`src/rtl/udma_pkg.sv`:
```
// Constants shared by the UART DMA request block
`default_nettype none
package udma_pkg;
  localparam int          ADDR_W        = 8;
  localparam int          FIFO_DEPTH    = 16;
  localparam logic [7:0]  FCR_OFF       = 8'h00;
  localparam logic [7:0]  IER_OFF       = 8'h04;
  localparam logic [7:0]  STAT_OFF      = 8'h08;
  localparam int          FCR_FIFO_BIT  = 0;
  localparam int          FCR_MODE_BIT  = 3;
  localparam int          FCR_TET_LSB   = 4;
  localparam int          FCR_RT_LSB    = 6;
  localparam int          IER_THR_BIT   = 7;
  localparam logic [7:0]  FCR_RST       = 8'h00;
  localparam logic [7:0]  IER_RST       = 8'h00;
  localparam int          ST_TX_REQ     = 0;
  localparam int          ST_RX_REQ     = 1;
  localparam int          ST_MODE1      = 2;
  localparam int          ST_THR        = 3;
  localparam int          ST_FIFO       = 4;
  localparam int          ST_TXLVL_LSB  = 8;
  localparam int          ST_RXLVL_LSB  = 16;
  localparam logic [1:0]  TET_EMPTY     = 2'h0;
  localparam logic [1:0]  TET_TWO       = 2'h1;
  localparam logic [1:0]  TET_QUARTER   = 2'h2;
  localparam logic [1:0]  TET_HALF      = 2'h3;
  localparam logic [1:0]  RT_ONE        = 2'h0;
  localparam logic [1:0]  RT_QUARTER    = 2'h1;
  localparam logic [1:0]  RT_HALF       = 2'h2;
  localparam logic [1:0]  RT_NEAR_FULL  = 2'h3;
  localparam int          TET_TWO_LVL   = 2;
  localparam int          RT_ONE_LVL    = 1;
  localparam int          RT_FULL_GAP   = 2;
  localparam logic [1:0]  HTRANS_NONSEQ = 2'h2;
endpackage : udma_pkg
`default_nettype wire

```
`src/rtl/udma_req_chan.sv`:
```
// One DMA request channel with level or acknowledge handshake
`default_nettype none
module udma_req_chan #(
  parameter bit ACK_HS = 1'b0
) (
  input  wire logic hclk,
  input  wire logic hresetn,
  input  wire logic set_cond,
  input  wire logic clr_cond,
  input  wire logic ack_n,
  output logic      req_n
);
  logic req_n_q;
  logic req_n_d;
  logic hold_q;
  logic hold_d;

  always_comb begin
    req_n_d = req_n_q;
    hold_d  = hold_q;
    if (ACK_HS) begin
      if (!ack_n) begin
        // Acknowledge ends the request and blocks it
        req_n_d = 1'b1;
        hold_d  = 1'b1;
      end else if (hold_q || req_n_q) begin
        hold_d  = 1'b0;
        req_n_d = !set_cond;
      end
    end else if (set_cond) begin
      req_n_d = 1'b0;
    end else if (clr_cond) begin
      req_n_d = 1'b1;
    end
  end

  always_ff @(posedge hclk or negedge hresetn) begin
    if (!hresetn) begin
      req_n_q <= 1'b1;
      hold_q  <= 1'b0;
    end else begin
      req_n_q <= req_n_d;
      hold_q  <= hold_d;
    end
  end

  assign req_n = req_n_q;
endmodule : udma_req_chan
`default_nettype wire

```
`src/rtl/udma_dma_req.sv`:
```
// UART DMA request generator with AHB-Lite register slave
//
// Operation
// Two DMA modes, FIFO control bit 3
// Separate transmit and receive active-low requests
// Mode 0 transmit requests on empty/threshold
// Mode 0 transmit drops after write/above threshold
// Mode 0 receive requests while data held
// Mode 1 transmit requests on empty/threshold
// Mode 1 transmit holds until FIFO full
// Mode 1 receive on trigger or timeout
// Handshake transmit uses mode 0 conditions
// Handshake receive on data or trigger level
// Handshake requests removed by acknowledge
// Handshake ignores DMA mode bit
// Controller uses byte item width both sides
// Transmit request at or below trigger level
// Controller splits blocks into bursts, singles
// Trigger code 01 is 2, 10 is 4
// Receive code 01 selects quarter full
// Burst length should equal depth minus watermark; the controller model uses a fixed burst of 4
// Request held off until acknowledge released
// Four transmit threshold settings
// Threshold mode needs FIFOs, option, enable bit
// Requests inactive after reset
// Requests evaluated synchronously, driven from flops
`default_nettype none
module udma_dma_req #(
  parameter int FIFO_DEPTH = udma_pkg::FIFO_DEPTH,
  parameter bit FIFO_IMPL  = 1'b1,
  parameter bit THR_IMPL   = 1'b1,
  parameter bit ACK_HS     = 1'b0,
  parameter int LVL_W      = $clog2(FIFO_DEPTH) + 1
) (
  input  wire logic                       hclk,
  input  wire logic                       hresetn,
  input  wire logic                       hsel,
  input  wire logic [udma_pkg::ADDR_W-1:0] haddr,
  input  wire logic [1:0]                 htrans,
  input  wire logic                       hwrite,
  input  wire logic [2:0]                 hsize,
  input  wire logic                       hready,
  input  wire logic [31:0]                hwdata,
  output logic                            hreadyout,
  output logic                            hresp,
  output logic [31:0]                     hrdata,
  input  wire logic [LVL_W-1:0]           tx_fifo_level,
  input  wire logic [LVL_W-1:0]           rx_fifo_level,
  input  wire logic                       thr_empty,
  input  wire logic                       rbr_full,
  input  wire logic                       char_timeout,
  input  wire logic                       dma_tx_ack_n,
  input  wire logic                       dma_rx_ack_n,
  output logic                            dma_tx_req_n,
  output logic                            dma_rx_req_n,
  output logic                            fifo_enable
);

  // Register state
  logic [7:0]                  fifo_control_register_q;
  logic [7:0]                  irq_enable_register_q;
  logic [udma_pkg::ADDR_W-1:0] addr_q;
  logic                        wr_q;
  logic                        act_q;
  logic [31:0]                 hrdata_q;
  logic [31:0]                 hrdata_d;

  // Bus decode
  wire                         take;
  wire                         wr_fcr;
  wire                         wr_ier;
  wire                         rd_fcr;
  wire                         rd_ier;
  wire                         rd_stat;
  wire [31:0]                  status;

  // Configuration decode
  wire                         fifo_on;
  wire                         thr_mode;
  wire                         mode1;
  wire [1:0]                   tet_code;
  wire [1:0]                   rt_code;
  logic [LVL_W-1:0]            tet_level;
  logic [LVL_W-1:0]            rx_trig_level;

  // Level conditions
  wire                         tx_low;
  wire                         tx_full;
  wire                         rx_has;
  wire                         rx_at_trig;

  // Channel conditions
  wire                         tx_set;
  wire                         tx_clr;
  wire                         rx_set;
  wire                         rx_clr;

  // Address phase capture
  assign take    = hsel & hready & htrans[1];
  assign wr_fcr  = act_q & wr_q & (addr_q == udma_pkg::FCR_OFF);
  assign wr_ier  = act_q & wr_q & (addr_q == udma_pkg::IER_OFF);
  assign rd_fcr  = haddr == udma_pkg::FCR_OFF;
  assign rd_ier  = haddr == udma_pkg::IER_OFF;
  assign rd_stat = haddr == udma_pkg::STAT_OFF;

  // Zero wait states, always OKAY
  assign hreadyout = 1'b1;
  assign hresp     = 1'b0;
  assign hrdata    = hrdata_q;

  always_ff @(posedge hclk or negedge hresetn) begin
    if (!hresetn) begin
      addr_q <= '0;
      wr_q   <= 1'b0;
      act_q  <= 1'b0;
    end else if (hready) begin
      addr_q <= haddr;
      wr_q   <= hwrite;
      act_q  <= take;
    end
  end

  // Control registers
  always_ff @(posedge hclk or negedge hresetn) begin
    if (!hresetn) begin
      fifo_control_register_q <= udma_pkg::FCR_RST;
    end else if (wr_fcr) begin
      fifo_control_register_q <= hwdata[7:0];
    end
  end

  always_ff @(posedge hclk or negedge hresetn) begin
    if (!hresetn) begin
      irq_enable_register_q <= udma_pkg::IER_RST;
    end else if (wr_ier) begin
      irq_enable_register_q <= hwdata[7:0];
    end
  end

  // Read data, unmapped reads as zero
  always_comb begin
    hrdata_d = 32'h0000_0000;
    if (take && !hwrite) begin
      if (rd_fcr) begin
        hrdata_d = {24'h00_0000, fifo_control_register_q};
      end else if (rd_ier) begin
        hrdata_d = {24'h00_0000, irq_enable_register_q};
      end else if (rd_stat) begin
        hrdata_d = status;
      end
    end
  end

  always_ff @(posedge hclk or negedge hresetn) begin
    if (!hresetn) begin
      hrdata_q <= 32'h0000_0000;
    end else if (hready) begin
      hrdata_q <= hrdata_d;
    end
  end

  // Status word
  assign status = (32'(!dma_tx_req_n) << udma_pkg::ST_TX_REQ)
                | (32'(!dma_rx_req_n) << udma_pkg::ST_RX_REQ)
                | (32'(mode1) << udma_pkg::ST_MODE1)
                | (32'(thr_mode) << udma_pkg::ST_THR)
                | (32'(fifo_on) << udma_pkg::ST_FIFO)
                | (32'(tx_fifo_level) << udma_pkg::ST_TXLVL_LSB)
                | (32'(rx_fifo_level) << udma_pkg::ST_RXLVL_LSB);

  // Mode selection
  assign fifo_on     = FIFO_IMPL & fifo_control_register_q[udma_pkg::FCR_FIFO_BIT];
  assign fifo_enable = fifo_on;
  assign thr_mode    = fifo_on & THR_IMPL
                     & irq_enable_register_q[udma_pkg::IER_THR_BIT];
  assign mode1       = !ACK_HS & fifo_on
                     & fifo_control_register_q[udma_pkg::FCR_MODE_BIT];
  assign tet_code    = fifo_control_register_q[udma_pkg::FCR_TET_LSB +: 2];
  assign rt_code     = fifo_control_register_q[udma_pkg::FCR_RT_LSB +: 2];

  // Transmit threshold decode
  always_comb begin
    unique case (tet_code)
      udma_pkg::TET_EMPTY:   tet_level = '0;
      udma_pkg::TET_TWO:     tet_level = LVL_W'(udma_pkg::TET_TWO_LVL);
      udma_pkg::TET_QUARTER: tet_level = LVL_W'(FIFO_DEPTH / 4);
      udma_pkg::TET_HALF:    tet_level = LVL_W'(FIFO_DEPTH / 2);
    endcase
  end

  // Receive trigger decode
  always_comb begin
    unique case (rt_code)
      udma_pkg::RT_ONE:       rx_trig_level = LVL_W'(udma_pkg::RT_ONE_LVL);
      udma_pkg::RT_QUARTER:   rx_trig_level = LVL_W'(FIFO_DEPTH / 4);
      udma_pkg::RT_HALF:      rx_trig_level = LVL_W'(FIFO_DEPTH / 2);
      udma_pkg::RT_NEAR_FULL: rx_trig_level = LVL_W'(FIFO_DEPTH - udma_pkg::RT_FULL_GAP);
    endcase
  end

  // Transmit low: holding reg empty, FIFO empty, or at/below threshold
  assign tx_low = !fifo_on ? thr_empty
                : thr_mode ? (tx_fifo_level <= tet_level)
                : (tx_fifo_level == '0);
  assign tx_full    = tx_fifo_level == LVL_W'(FIFO_DEPTH);
  assign rx_has     = fifo_on ? (rx_fifo_level != '0) : rbr_full;
  assign rx_at_trig = rx_fifo_level >= rx_trig_level;

  // Per-mode set and clear terms
  assign tx_set = tx_low;
  assign tx_clr = mode1 ? tx_full : !tx_low;
  assign rx_set = ACK_HS ? (fifo_on ? rx_at_trig : rbr_full)
                : mode1 ? (rx_at_trig | char_timeout)
                : rx_has;
  assign rx_clr = mode1 ? (rx_fifo_level == '0) : !rx_has;

  // Transmit and receive channels
  udma_req_chan #(
    .ACK_HS   (ACK_HS)
  ) u_tx_chan (
    .hclk     (hclk),
    .hresetn  (hresetn),
    .set_cond (tx_set),
    .clr_cond (tx_clr),
    .ack_n    (dma_tx_ack_n),
    .req_n    (dma_tx_req_n)
  );

  udma_req_chan #(
    .ACK_HS   (ACK_HS)
  ) u_rx_chan (
    .hclk     (hclk),
    .hresetn  (hresetn),
    .set_cond (rx_set),
    .clr_cond (rx_clr),
    .ack_n    (dma_rx_ack_n),
    .req_n    (dma_rx_req_n)
  );

  logic first_q;
  always_ff @(posedge hclk or negedge hresetn) begin
    if (!hresetn) begin
      first_q <= 1'b1;
    end else begin
      first_q <= 1'b0;
    end
  end
endmodule : udma_dma_req
`default_nettype wire

```
`config.mk`:
```
export PLATFORM = sky130hd
export DESIGN_NAME = udma_dma_req
export DESIGN_NICKNAME = d
export VERILOG_FILES = /design/src/rtl/udma_pkg.sv /design/src/rtl/udma_req_chan.sv /design/src/rtl/udma_dma_req.sv
export SDC_FILE = /design/constraint.sdc
export NUM_CORES = 1
export LEC_CHECK = 0
export ABC_AREA = 1
export BUFFER_PORTS_ARGS = -buffer_cell sky130_fd_sc_hd__buf_2
export CAP_MARGIN = 30
export CORE_MARGIN = 2
export CORE_UTILIZATION = 25
export CTS_CLUSTER_DIAMETER = 80
export DETAILED_ROUTE_END_ITERATION = 10
export PLACE_DENSITY = 0.48
export SLEW_MARGIN = 40
export SYNTH_ARGS = -nofsm -noshare
export SYNTH_HDL_FRONTEND = slang
export SYNTH_SLANG_ARGS = --single-unit
```
`constraint.sdc`:
```
create_clock -name hclk -period 2.09 [get_ports hclk]
set_clock_uncertainty 0.05 [all_clocks]
set_input_delay 0.3135 -clock hclk [delete_from_list [all_inputs] [get_ports hclk]]
set_output_delay 0.3135 -clock hclk [all_outputs]
set_load 0.005 [all_outputs]
```
==> results.toml <==
[sta]
fmaxAchievable_mhz = 689
setup_viol = 0
post-route-period-util_pct = 69.5
period_needed_ns = 1.45
whs_ns = 0.172
rsz0062_at_grt = "no"
timing.final.hold_violations = 0
tns_ns = 0
slew_viol_final = 0

[synthesis]
synth_compound_area_share_pct = 9.59
synth.area.mux_share_pct = 0
ys_warn_count = 0
avgSynthCellArea_um2 = 8.09
yosysTopAreaCellShare_pct = 45.4
synth.cell_area_um2 = 2430
synth_xor_area_share_pct = 0
syn-instance-count = 300
yosysTopAreaCell = "dfrtp_1"
synth-simple-area-share_pct = 26.1
synthAdderAreaFrac_pct = 3.61
yosysUniqueCellTypes = 26
synth_top_family_by_area = "simple AND/OR/NAND/NOR gates"
synthTopCellsByArea = "dfrtp_1, nand2_1, inv_1"
synth-seq-cells = 46
ys_seq_area_share_pct = 47.5

[clock_network]
cts_tree = "yes"
ctsResizeCount = 0
cts_root_buf = "clkbuf_8"
clk_latency_ns = 0.30
numCtsBuffers = 5
clk_pin_slew_ns = 0.08
ctsLongestPathBuffers = 2
h-tree-depth = 2
clock-sinks = 46

[die]
die_width_um = 103
start_util_pct = 26.0
core-area_um2 = 9330
io_pins = 102
die_h_um = 103
die_area_um2 = 10500
row_count = 35

[worst_setup_path]
critical_path_arrival_ns = 1.59
end_kind = "flop"
critPathRequiredTime_ns = 2.22
crit_buf_inv = 1
critical_path.max_stage_delay_ns = 0.38
crit_path_start_kind = "flop"
cp_slowest_cell = "dfrtp_1"
path_delay_family = "simple AND/OR/NAND/NOR gates"
path_max_fanout = 16
crit_type = "reg -> reg"
crit_path_cell_trace = "inv_1, nand4_1, nor3_2, nand2_2, nand2_1, o21ai_2"

[power_and_ir_drop]
p_total_mw = 1.85
ir_drop_mv = 0.244
powerDensity_nw_per_um2 = 641
leakagePower_nw = 1.65

[final_layout]
area_delta_synth_final_pct = 18.9
layout-drive-gt1-share_pct = 24.7
n_antenna_cell = 0
utilization_pct = 30.9
final_cells = 489
final_nets = 431

[placed_design]
io_buffers = 55
place_inst = 480
gp_congestion = 0.861
hpwl_um = 4420

[drt]
vias = 1989
wl_per_cell_um = 11.9
drc_errors = 0
drtAntennaViolNets = 0
first_pass_iters = 4
viasPerCell = 4.07
drt_iter0_markers = 65
routed_wl_um = 5800

[global_route]
overflow = 0
antenna_found_initial = 0
grt_pass1_wl_um = 9610
grt_max_degree = 28
gr-usage-all-layers_pct = 12.0
grt_pass1_vias = 1916

[min_path]
hold_class = "in -> reg"

[run_status]
status = "finished, final reports clean"

[run]
maxCapViolations = 0
## power by group
group	switching, mW	total (mW)	internal (mW)
Sequential	0.0424	0.998	0.955
Combinational	0.175	0.286	0.111
Clock	0.299	0.567	0.267
Total	0.517	1.85	1.33
## state kept, by name, summed over array words and instances (netlist names)
signal / cells
act_q: 1
u_tx_chan.req_n: 1
fifo_control_register_q: 8
hrdata: 18
u_rx_chan.req_n: 1
addr_q: 8
irq_enable_register_q: 8
wr_q: 1
## cells in the mapped netlist (all sizes together)
library cell,instances
conb,2
dfstp,2
clkbuf,3
nand2,101
or2,1
ha,7
nor2,15
dfrtp,44
nand3,20
o21ai,35
nor3,2
a21oi,4
a211oi,1
nand4,3
inv,42
buf,18
## placed cells by master (no fill, tap or decap), types with 8 or more instances in the layout
master / count
nand2_1: 98
o21ai_2: 8
inv_1: 40
dfrtp_1: 44
nand3_1: 18
o21ai_0: 8
conb_1: 16
o21ai_1: 19
nor2_1: 11
buf_2: 55
## worst register-to-register path, stage by stage, from the launching register on
cell and delay, ns:
dfrtp_1 0.38, inv_1 0.06, nand4_1 0.12, nor3_2 0.22, nand2_2 0.29, nand2_1 0.17, o21ai_2 0.06
## metal layers
metal	up-vias	share of wire (%)	track usage (%)
li1	1025	-	-
met1	903	49	17.0
met2	55	44	18.0
met3	6	5.3	3.59
met4	0	1.1	3.08
met5	-	0	0
## area by class of cell
type	count	area [µm²]
Timing Repair Buffer	59	308
Tap cell	129	161
Multi-Input combinational cell	205	1010
Clock buffer	7	86.3
Clock inverter	1	5.00
Sequential cell	46	1150
Fill cell	1031	6440
Inverter	42	158
## kinds of logic after synthesis
group	count (synthesis)
fa+ha+maj	7
compound gates	40
simple gates	142
buf+inv	63
flops	46
other cells	2
## through the flow
stage | setup slack [ns] | area [µm²]
after floorplan | 0.808 | 2480
after global placement | 0.588 | 2790
after detailed placement | 0.560 | 2790
after CTS | 0.632 | 2890
after global routing | 0.463 | 2890
final | 0.638 | 2890
## repair_timing
action                                 in CTS  in global routing
endpoints found under the hold margin      17                  0
buffers inserted                            0                  0
hold buffers                                1                  0
## worst paths after layout
path / from / to / slack [ns] / cells past startpoint
min in group asynchronous: hresetn / fifo_control_register_q[6] / 0.28 / 2
hold / removal: rbr_full / u_rx_chan.req_n / 0.17 / 3
max in group asynchronous: hresetn / addr_q[0] / 1.18 / 3
setup / recovery: addr_q[7] / fifo_control_register_q[2] / 0.64 / 6
setup reg to reg: addr_q[7] / fifo_control_register_q[2] / 0.64 / 6
hold reg to reg: hrdata[5] / hrdata[5] / 0.43 / 2
No activity file was read; power rests on OpenSTA's default activity.
